===== src/pac_cfg.svh =====
// Constants for the autoclass measurement and classification result block
// Notes on behaviour
// - Clear events return class fields to unknown
// - Probe refreshes probe fields, sets probe flag
// - Power-on refreshes assigned field; success sets valid flag
// - Failure-only codes need failure; failure flag set
// - Manual bit write 1 starts measurement
// - Manual bit self-clears when result ready
// - Low nibble enables automatic measurement per port
// - PD request during power-on sets detected flag
// - Auto measure after power-good writes threshold
// - Manual measurement leaves threshold untouched
// - Result registers read-only, bit7 zero, half-watt steps
`ifndef PAC_CFG_SVH
`define PAC_CFG_SVH

// ----------------------------------------------------------------------
// Register map
// ----------------------------------------------------------------------
`define PAC_ADDR_CONTROL    8'h50
`define PAC_ADDR_POWER_P1   8'h51
`define PAC_ADDR_POWER_P2   8'h52
`define PAC_ADDR_POWER_P3   8'h53
`define PAC_ADDR_POWER_P4   8'h54
`define PAC_RESET_CONTROL   8'h00
`define PAC_RESET_POWER     7'h00
`define PAC_READ_UNMAPPED   8'h00

// ----------------------------------------------------------------------
// Field layout
// ----------------------------------------------------------------------
`define PAC_MANUAL_LSB      4
`define PAC_AUTO_LSB        0

// ----------------------------------------------------------------------
// Codes and margins
// ----------------------------------------------------------------------
`define PAC_CLASS_UNKNOWN   4'h0
`define PAC_FAIL_ONLY_MASK  16'h8080
`define PAC_THRESH_MARGIN   8'h04

`endif


===== src/pac_pkg.sv =====
// Types shared by the autoclass measurement block
package pac_pkg;

  // ----------------------------------------------------------------------
  // Carriers
  // ----------------------------------------------------------------------
  typedef struct packed {
    logic       strobe;
    logic       fail;
    logic [3:0] code;
  } pac_class_evt_t;

  typedef struct packed {
    logic       valid;
    logic [6:0] power;
  } pac_meas_t;

  typedef struct packed {
    logic       wr;
    logic [7:0] value;
  } pac_thresh_t;

  // ----------------------------------------------------------------------
  // Measurement sequencer
  // ----------------------------------------------------------------------
  typedef enum logic [1:0] {
    PAC_IDLE,
    PAC_MEAS_AUTO,
    PAC_MEAS_MANUAL
  } pac_state_t;

endpackage : pac_pkg


===== src/pac_meas_port.sv =====
// Per-port power measurement sequencer
`include "pac_cfg.svh"

module pac_meas_port (
  // Clock and reset
  input  wire logic                clk,
  input  wire logic                rst_b,
  // Control
  input  wire logic                auto_enable,
  input  wire logic                manual_set,
  input  wire logic                power_on_push,
  input  wire logic                power_good,
  input  wire logic                disarm,
  // Measurement engine
  output logic                     meas_req,
  input  wire pac_pkg::pac_meas_t  meas_result,
  // Results
  output logic                     manual_request,
  output logic [6:0]               measured_pd_power,
  output pac_pkg::pac_thresh_t     threshold
);

  pac_pkg::pac_state_t  state;
  pac_pkg::pac_state_t  next_state;
  logic                 armed;
  logic                 next_armed;
  logic                 next_manual_request;
  logic [6:0]           next_measured_pd_power;
  pac_pkg::pac_thresh_t next_threshold;
  logic                 done;

  // ----------------------------------------------------------------------
  // Sequencer
  // ----------------------------------------------------------------------
  assign meas_req = (state != pac_pkg::PAC_IDLE);
  assign done     = meas_req && meas_result.valid;

  always_comb
  begin
    next_state             = state;
    next_armed             = armed;
    next_measured_pd_power = measured_pd_power;
    next_threshold         = '0;
    // Enable is sampled only at the push; later edits wait for the next one
    if (power_on_push)
      next_armed = auto_enable;
    else if (disarm)
      next_armed = 1'b0;
    // Set wins over self-clear; a zero write never reaches here
    next_manual_request = manual_set | (manual_request & ~(done && state == pac_pkg::PAC_MEAS_MANUAL));
    case (state)
      pac_pkg::PAC_IDLE:
      begin
        if (armed && power_good && !power_on_push)
        begin
          next_state = pac_pkg::PAC_MEAS_AUTO;
          next_armed = 1'b0;
        end
        else if (manual_request)
          next_state = pac_pkg::PAC_MEAS_MANUAL;
      end
      pac_pkg::PAC_MEAS_AUTO:
      begin
        if (done)
        begin
          next_state             = pac_pkg::PAC_IDLE;
          next_measured_pd_power = meas_result.power;
          next_threshold.wr      = 1'b1;
          next_threshold.value   = {1'b0, meas_result.power} + `PAC_THRESH_MARGIN;
        end
      end
      pac_pkg::PAC_MEAS_MANUAL:
      begin
        // Threshold stays untouched; software owns it after a manual run
        if (done)
        begin
          next_state             = pac_pkg::PAC_IDLE;
          next_measured_pd_power = meas_result.power;
        end
      end
      default:
        next_state = pac_pkg::PAC_IDLE;
    endcase
  end

  always_ff @(posedge clk or negedge rst_b)
  begin
    if (!rst_b)
    begin
      state             <= pac_pkg::PAC_IDLE;
      armed             <= 1'b0;
      manual_request    <= 1'b0;
      measured_pd_power <= `PAC_RESET_POWER;
      threshold         <= '0;
    end
    else
    begin
      state             <= next_state;
      armed             <= next_armed;
      manual_request    <= next_manual_request;
      measured_pd_power <= next_measured_pd_power;
      threshold         <= next_threshold;
    end
  end

endmodule : pac_meas_port


===== src/pac_top.sv =====
// Autoclass control, measured power results and classification result fields
`include "pac_cfg.svh"

module pac_top (
  // Clock and reset
  input  wire logic                             CLK_SYS,
  input  wire logic                             RST_B,
  // Register access port
  input  wire logic [7:0]                       REG_ADDR,
  input  wire logic                             REG_WR,
  input  wire logic [7:0]                       REG_WDATA,
  input  wire logic                             REG_RD,
  output logic      [7:0]                       REG_RDATA,
  // Port control events
  input  wire logic [3:0]                       PORT_POWER_ON_PUSH,
  input  wire logic [3:0]                       PORT_POWER_OFF_PUSH,
  input  wire logic [3:0]                       SINGLE_PORT_RESET,
  input  wire logic [3:0]                       PORT_SHUTDOWN_MODE,
  input  wire logic                             GROUP_RESET,
  input  wire logic                             EMERGENCY_SHUTDOWN_PIN,
  // Port status from power stage
  input  wire logic [3:0]                       PORT_POWER_GOOD,
  input  wire logic [3:0]                       PD_REQUEST_SEEN,
  // Classification engine
  input  wire pac_pkg::pac_class_evt_t [3:0]    PROBE_EVT,
  input  wire pac_pkg::pac_class_evt_t [3:0]    POWER_ON_EVT,
  // Measurement engine
  output logic      [3:0]                       MEAS_REQ,
  input  wire pac_pkg::pac_meas_t [3:0]         MEAS_RESULT,
  // Threshold update toward policing
  output pac_pkg::pac_thresh_t [3:0]            POWER_LIMIT_THRESHOLD,
  // Classification results
  output logic      [3:0][3:0]                  PROBE_CLASS,
  output logic      [3:0][3:0]                  REQUESTED_CLASS,
  output logic      [3:0][3:0]                  ASSIGNED_CLASS,
  // Status flags
  output logic      [3:0]                       CLASS_PROBE_COMPLETE,
  output logic      [3:0]                       PORT_POWER_VALID,
  output logic      [3:0]                       POWER_ON_FAILURE,
  output logic      [3:0]                       PD_REQUEST_DETECTED
);

  // ----------------------------------------------------------------------
  // Emergency shutdown pin synchroniser
  // ----------------------------------------------------------------------
  logic esd_ff1;
  logic esd_ff2;
  logic esd_ff3;
  logic esd_level;
  logic esd_evt;
  logic next_esd_level;
  logic next_esd_evt;

  always_comb
  begin
    // Level moves only once the last two stages agree
    next_esd_level = (esd_ff2 == esd_ff3) ? esd_ff3 : esd_level;
    next_esd_evt   = next_esd_level & ~esd_level;
  end

  always_ff @(posedge CLK_SYS or negedge RST_B)
  begin
    if (!RST_B)
    begin
      esd_ff1   <= 1'b0;
      esd_ff2   <= 1'b0;
      esd_ff3   <= 1'b0;
      esd_level <= 1'b0;
      esd_evt   <= 1'b0;
    end
    else
    begin
      esd_ff1   <= EMERGENCY_SHUTDOWN_PIN;
      esd_ff2   <= esd_ff1;
      esd_ff3   <= esd_ff2;
      esd_level <= next_esd_level;
      esd_evt   <= next_esd_evt;
    end
  end

  // ----------------------------------------------------------------------
  // Clear events
  // ----------------------------------------------------------------------
  logic [3:0] clear_evt;

  always_comb
  begin
    for (int i = 0; i < 4; i++)
      clear_evt[i] = PORT_SHUTDOWN_MODE[i] | PORT_POWER_OFF_PUSH[i] | SINGLE_PORT_RESET[i]
                     | esd_evt | GROUP_RESET;
  end

  // ----------------------------------------------------------------------
  // Control register
  // ----------------------------------------------------------------------
  logic [3:0] automatic_measure_enable;
  logic [3:0] next_automatic_measure_enable;
  logic [3:0] manual_set;
  logic [3:0] manual_measure_request;
  logic       ctrl_wr;

  assign ctrl_wr = REG_WR && (REG_ADDR == `PAC_ADDR_CONTROL);

  always_comb
  begin
    next_automatic_measure_enable = automatic_measure_enable;
    manual_set                    = 4'h0;
    if (ctrl_wr)
    begin
      next_automatic_measure_enable = REG_WDATA[`PAC_AUTO_LSB +: 4];
      // Only ones start a run; zeros are ignored
      manual_set                    = REG_WDATA[`PAC_MANUAL_LSB +: 4];
    end
  end

  always_ff @(posedge CLK_SYS or negedge RST_B)
  begin
    if (!RST_B)
      automatic_measure_enable <= 4'(`PAC_RESET_CONTROL);
    else
      automatic_measure_enable <= next_automatic_measure_enable;
  end

  // ----------------------------------------------------------------------
  // Measurement sequencers
  // ----------------------------------------------------------------------
  logic [3:0][6:0] measured_pd_power;

  for (genvar p = 0; p < 4; p++)
  begin : g_port
    pac_meas_port u_meas (
      .clk               (CLK_SYS),
      .rst_b             (RST_B),
      .auto_enable       (automatic_measure_enable[p]),
      .manual_set        (manual_set[p]),
      .power_on_push     (PORT_POWER_ON_PUSH[p]),
      .power_good        (PORT_POWER_GOOD[p]),
      .disarm            (clear_evt[p]),
      .meas_req          (MEAS_REQ[p]),
      .meas_result       (MEAS_RESULT[p]),
      .manual_request    (manual_measure_request[p]),
      .measured_pd_power (measured_pd_power[p]),
      .threshold         (POWER_LIMIT_THRESHOLD[p])
    );
  end

  // ----------------------------------------------------------------------
  // Register read
  // ----------------------------------------------------------------------
  logic [7:0] next_reg_rdata;

  always_comb
  begin
    next_reg_rdata = REG_RDATA;
    if (REG_RD)
    begin
      case (REG_ADDR)
        `PAC_ADDR_CONTROL:  next_reg_rdata = {manual_measure_request, automatic_measure_enable};
        `PAC_ADDR_POWER_P1: next_reg_rdata = {1'b0, measured_pd_power[0]};
        `PAC_ADDR_POWER_P2: next_reg_rdata = {1'b0, measured_pd_power[1]};
        `PAC_ADDR_POWER_P3: next_reg_rdata = {1'b0, measured_pd_power[2]};
        `PAC_ADDR_POWER_P4: next_reg_rdata = {1'b0, measured_pd_power[3]};
        default:            next_reg_rdata = `PAC_READ_UNMAPPED;
      endcase
    end
  end

  always_ff @(posedge CLK_SYS or negedge RST_B)
  begin
    if (!RST_B)
      REG_RDATA <= `PAC_READ_UNMAPPED;
    else
      REG_RDATA <= next_reg_rdata;
  end

  // ----------------------------------------------------------------------
  // Classification result fields and flags
  // ----------------------------------------------------------------------
  logic [15:0]     fail_only;
  logic [3:0]      power_on_window;
  logic [3:0]      next_power_on_window;
  logic [3:0][3:0] next_probe_class;
  logic [3:0][3:0] next_requested_class;
  logic [3:0][3:0] next_assigned_class;
  logic [3:0]      next_class_probe_complete;
  logic [3:0]      next_port_power_valid;
  logic [3:0]      next_power_on_failure;
  logic [3:0]      next_pd_request_detected;

  assign fail_only = `PAC_FAIL_ONLY_MASK;

  always_comb
  begin
    for (int i = 0; i < 4; i++)
    begin
      next_probe_class[i]          = PROBE_CLASS[i];
      next_requested_class[i]      = REQUESTED_CLASS[i];
      next_assigned_class[i]       = ASSIGNED_CLASS[i];
      next_class_probe_complete[i] = CLASS_PROBE_COMPLETE[i];
      next_port_power_valid[i]     = PORT_POWER_VALID[i];
      next_power_on_failure[i]     = POWER_ON_FAILURE[i];
      next_pd_request_detected[i]  = PD_REQUEST_DETECTED[i];
      next_power_on_window[i]      = power_on_window[i];
      // Clear first so a same-cycle update survives it
      if (clear_evt[i])
      begin
        next_probe_class[i]          = `PAC_CLASS_UNKNOWN;
        next_requested_class[i]      = `PAC_CLASS_UNKNOWN;
        next_assigned_class[i]       = `PAC_CLASS_UNKNOWN;
        next_class_probe_complete[i] = 1'b0;
        next_port_power_valid[i]     = 1'b0;
        next_power_on_failure[i]     = 1'b0;
        next_pd_request_detected[i]  = 1'b0;
        next_power_on_window[i]      = 1'b0;
      end
      if (PROBE_EVT[i].strobe)
      begin
        next_probe_class[i]          = PROBE_EVT[i].code;
        next_class_probe_complete[i] = 1'b1;
      end
      if (PORT_POWER_ON_PUSH[i])
      begin
        // Requested class is the latest probe result at push time
        next_requested_class[i] = next_probe_class[i];
        next_power_on_window[i] = 1'b1;
      end
      if (power_on_window[i] && PD_REQUEST_SEEN[i])
        next_pd_request_detected[i] = 1'b1;
      if (POWER_ON_EVT[i].strobe && power_on_window[i])
      begin
        next_power_on_window[i] = 1'b0;
        if (POWER_ON_EVT[i].fail)
        begin
          next_assigned_class[i]   = POWER_ON_EVT[i].code;
          next_power_on_failure[i] = 1'b1;
        end
        else
        begin
          // Fault codes are masked so success never reports them
          next_assigned_class[i]   = fail_only[POWER_ON_EVT[i].code] ?
                                     `PAC_CLASS_UNKNOWN : POWER_ON_EVT[i].code;
          next_port_power_valid[i] = 1'b1;
        end
      end
    end
  end

  always_ff @(posedge CLK_SYS or negedge RST_B)
  begin
    if (!RST_B)
    begin
      PROBE_CLASS          <= {4{`PAC_CLASS_UNKNOWN}};
      REQUESTED_CLASS      <= {4{`PAC_CLASS_UNKNOWN}};
      ASSIGNED_CLASS       <= {4{`PAC_CLASS_UNKNOWN}};
      CLASS_PROBE_COMPLETE <= 4'h0;
      PORT_POWER_VALID     <= 4'h0;
      POWER_ON_FAILURE     <= 4'h0;
      PD_REQUEST_DETECTED  <= 4'h0;
      power_on_window      <= 4'h0;
    end
    else
    begin
      PROBE_CLASS          <= next_probe_class;
      REQUESTED_CLASS      <= next_requested_class;
      ASSIGNED_CLASS       <= next_assigned_class;
      CLASS_PROBE_COMPLETE <= next_class_probe_complete;
      PORT_POWER_VALID     <= next_port_power_valid;
      POWER_ON_FAILURE     <= next_power_on_failure;
      PD_REQUEST_DETECTED  <= next_pd_request_detected;
      power_on_window      <= next_power_on_window;
    end
  end

endmodule : pac_top


===== config.mk =====
export PLATFORM = sky130hd
export DESIGN_NAME = pac_top
export DESIGN_NICKNAME = d
export VERILOG_FILES = /design/src/pac_pkg.sv /design/src/pac_meas_port.sv /design/src/pac_top.sv
export VERILOG_INCLUDE_DIRS = /design/src
export SDC_FILE = /design/constraint.sdc
export NUM_CORES = 1
export LEC_CHECK = 0
export BUFFER_PORTS_ARGS = -buffer_cell sky130_fd_sc_hd__buf_2
export CAP_MARGIN = 40
export CORE_ASPECT_RATIO = 1.5
export CORE_MARGIN = 10
export CORE_UTILIZATION = 46
export DETAILED_ROUTE_END_ITERATION = 10
export GPL_TIMING_DRIVEN = 0
export HOLD_SLACK_MARGIN = 0.02
export PLACE_DENSITY_LB_ADDON = 0.12
export REMOVE_ABC_BUFFERS = 1
export SYNTH_ARGS = -nofsm -noshare
export SYNTH_HDL_FRONTEND = slang
export SYNTH_HIERARCHICAL = 1
export SYNTH_SLANG_ARGS = --single-unit

===== constraint.sdc =====
create_clock -name CLK_SYS -period 1.4 [get_ports CLK_SYS]
set_input_delay 0.21 -clock CLK_SYS [delete_from_list [all_inputs] [get_ports CLK_SYS]]
set_output_delay 0.21 -clock CLK_SYS [all_outputs]
set_load 0.02 [all_outputs]

==> flow_metrics.env <==
export IMPL_hold_class="in -> reg"
export IMPL_first_iter_violations=366
export IMPL_synth_cells=613
export IMPL_maxSlewHeadroom_pct=59.93
export IMPL_numPortBuffers=233
export IMPL_tightest_slew_ns=0.6010
export IMPL_cpPeakStageDelay_ns=0.39
export IMPL_seq_area_um2=4130
export IMPL_worst_path_buf_inv=3
export IMPL_path_max_fanout=4
export IMPL_fin_nets=1079
export IMPL_clk_latency_ns=0.42
export IMPL_worst_ep_required_time_ns=1.19
export IMPL_status="finished, violations left"
export IMPL_vias_per_cell=5.367
export IMPL_drv_slew=0
export IMPL_switchingPower_w=0.004427
export IMPL_grt_pass1_wl_mm=33.71
export IMPL_drtAntennaViolNets=0
export IMPL_multi_input_comb_area_um2=3289
export IMPL_r2r_slack_ns=-0.08
export IMPL_cellLeakagePower_nw=5.281
export IMPL_synth_top_flop_cell="dfrtp_1"
export IMPL_cts_tree="done"
export IMPL_gp_congestion=0.8320
export IMPL_yosys_cell_count_top_type="dfrtp_1"
export IMPL_cp_start_kind="flop"
export IMPL_finalWirelength_mm=21.88
export IMPL_async_reset_ff_share_pct=100.0
export IMPL_syn_to_final_growth_pct=40.01
export IMPL_vdd_drop_max_v=0.0007981
export IMPL_pwr_share_comb_pct=29.7
export IMPL_synth_top_cells_by_count="dfrtp_1 (165), nand2_1 (58), a31oi_1 (36)"
export IMPL_power_share_sequential_pct=39.7
export IMPL_finish_utilization_pct=65.98
export IMPL_fin_crit_ns=1.487
export IMPL_seq_area_frac_synth_pct=55.83
export IMPL_coreArea_um2=15700
export IMPL_start_util_pct=47.12
export IMPL_power_density_nw_per_um2=1415
export IMPL_cts_sinks=165
export IMPL_end_kind="output pin"
export IMPL_rsz0062_at_grt="true"
export IMPL_gr_total_overflow=0
export IMPL_ios=238
export IMPL_r2r_cells=5
export IMPL_rr_endpoint="g_port[0].u_meas/measured_pd_power[3]"
export IMPL_fin_skew_ns=0.009446
export IMPL_htreeDepth=4
export IMPL_internal_power_w=0.01022
export IMPL_die_area_um2=21650
export IMPL_critPathKind="reg -> out"
export IMPL_ys_top_cells_by_area="dfrtp_1 (56%), mux2_4 (6.5%), ha_1 (3.4%)"
export IMPL_r2r_start="g_port[0].u_meas/state[0]"
export IMPL_fin_tns_setup_ns=-1.979
export IMPL_violations="setup timing"
export IMPL_min_path_cells=2
export IMPL_route_vias_total=6172
export IMPL_maxCapViolCount=0
export IMPL_syn_mean_instance_area_um2=12.06
export IMPL_drtPass1Iterations=5
export IMPL_cp_cell_sequence="inv_2, ha_4, inv_4, buf_6"
export IMPL_timing_fmax_mhz=672.5
export IMPL_cp_top_family="flip-flops"
export IMPL_die_height_um=175.3
export IMPL_layout_drive_gt1_share_pct=43.87
export IMPL_postLayoutCellArea_um2=10350
export IMPL_setup_violations=32
export IMPL_grt_max_degree=119
export IMPL_dpl_cell_area_um2=8770
export IMPL_cts_root_buf="clkbuf_16"
export IMPL_whs_endpoint="g_port[2].u_meas/threshold[1]"
export IMPL_worstHoldStart="MEAS_RESULT[17]"
export IMPL_grt_usage_pct=19.63
export IMPL_swShare_pct=30.21
export IMPL_cp_arrival_ns=1.28
export IMPL_synth_area_um2=7396
export IMPL_fillers=1245
export IMPL_synth_top_cell_by_area="dfrtp_1"
export IMPL_finalHoldViolations=0
export IMPL_grt_pass1_vias=6449
export IMPL_setup_slack_ns=-0.08702
export IMPL_hpwl_mm=15.17
export IMPL_critPathSlowestCell="dfrtp_1"
export IMPL_drt_wirelength_per_cell_um=19.02
export IMPL_die_width_um=123.5
export IMPL_finalCritPeriodShare_pct=106.2
export IMPL_ys_ff_latch=165
export IMPL_synth_edff_count=0
export IMPL_cts_inserted_buffers=17
export IMPL_clkSlewWorstSetupHoldPaths_ns=0.07
export IMPL_clockBufferDepth=2
export IMPL_drcViolationCount=0
export IMPL_rows=56
export IMPL_yosysTopAreaCellShare_pct=55.83
export IMPL_p_clk_share_pct=30.5
export IMPL_yosysWarnings=6
export IMPL_ys_types=45
export IMPL_grt_antenna_before_repair=1
cells by family (layout without fill, tap and decap cells):
group	Yosys count	in the layout	share of synthesized area, %
xor+xnor	12	12	1.421
mux	46	46	8.628
other cells	0	1	0
simple gates	194	197	15.50
buf+inv	52	382	3.062
flops	165	165	55.83
compound gates	123	123	12.05
fa+ha+maj	21	21	3.519
state kept, by name, indices dropped and copies added (netlist names):
signal and count:
PROBE_CLASS 16, g_port.u_meas/measured_pd_power 28, automatic_measure_enable 4, esd_ff2 1
g_port.u_meas/threshold 36, g_port.u_meas/state 8, ASSIGNED_CLASS 16, REG_RDATA 8
PD_REQUEST_DETECTED 4, g_port.u_meas/manual_request 4, POWER_ON_FAILURE 4, esd_level 1
power_on_window 4, esd_ff3 1, CLASS_PROBE_COMPLETE 4, PORT_POWER_VALID 4
g_port.u_meas/armed 4, esd_evt 1, REQUESTED_CLASS 16, esd_ff1 1
stage by stage:
step	setup WS, ns	hold WS [ns]	total power [W]	std cells
floorplan	-0.8242	-0.08559	0.007956	594
global placement	-2.369	0.3185	0.008898	1030
detailed placement	-0.4692	0.1421	0.009043	1032
CTS	-0.08818	0.02110	0.01438	1134
global route	-0.1330	0.02538	0.01535	1150
finish	-0.08702	0.02957	0.01465	1150
layout make-up:
| type | instances | area share, % |
|---|---|---|
| sequential | 165 | 39.89 |
| multi-input combinational | 399 | 31.77 |
| timing repair buffer | 317 | 19.09 |
| clock buffer | 20 | 4.410 |
| tap | 203 | 2.453 |
| inverter | 33 | 1.293 |
| clock inverter | 12 | 1.075 |
| antenna | 1 | 0.02417 |
worst max-delay path by stage:
| stage | start | endpoint | slack [ns] | cells after the start |
|---|---|---|---|---|
| after floorplan | esd_evt | g_port[0].u_meas/armed | -0.82 | 4 |
| after global placement | RST_B | ASSIGNED_CLASS[0] | -2.37 | 1 |
| after detailed placement | esd_evt | g_port[1].u_meas/armed | -0.47 | 4 |
| after CTS | g_port[3].u_meas/state[1] | MEAS_REQ[3] | -0.09 | 4 |
| after global routing | g_port[3].u_meas/state[1] | MEAS_REQ[3] | -0.13 | 4 |
| final | g_port[3].u_meas/state[0] | MEAS_REQ[3] | -0.09 | 4 |
routing by layer:
| layer | vias up | track usage [%] | wire [um] |
|---|---|---|---|
| met4 | 0 | 7.449 | 489 |
| met3 | 37 | 6.324 | 1640 |
| li1 | 2862 | - | - |
| met2 | 211 | 34.48 | 11590 |
| met5 | - | 0 | 0 |
| met1 | 3062 | 21.17 | 8160 |
repair_timing:
item / 4_1_cts / 5_1_grt
endpoints found under the setup margin: 109 / 50
buffers inserted: 25 / 15
endpoints found under the hold margin: 88 / 0
hold buffers: 42 / 0
pin swaps: 10 / 7
cloned: 3 / 0
resized for setup: 49 / 21
placed cells by master, fill, tap and decap left out, drive strengths merged, types with 4 or more instances in the layout:
cell and instances:
o32ai 4, a22oi 11, ha 20, nor2b 10
clkinv 4, mux2 46, nor3 8, nand3b 8
and2 16, o211ai 7, dlygate4sd3 42, nor2 26
nand2 62, and2b 4, dfrtp 165, a211oi 4
buf 274, and3 5, a41oi 4, o22ai 4
nand3 12, o21ai 9, a21oi 8, xnor2 8
o2bb2ai 12, a22o 4, xor2 4, a31oi 36
nand4b 16, a32o 12, inv 40, nand4 12
a21o 8, nand2b 15, clkbuf 20
power groups by stage:
| stage | combinational [W] | clock (W) | sequential, W |
|---|---|---|---|
| floorplan | 0.00211 | 0 | 0.00584 |
| CTS | 0.00398 | 0.00457 | 0.00583 |
| detailed placement | 0.00314 | 0 | 0.00590 |
| global placement | 0.00302 | 0 | 0.00587 |
| finish | 0.00435 | 0.00447 | 0.00582 |
| global route | 0.00468 | 0.00479 | 0.00589 |
No activity file was read; power rests on OpenSTA's default activity.
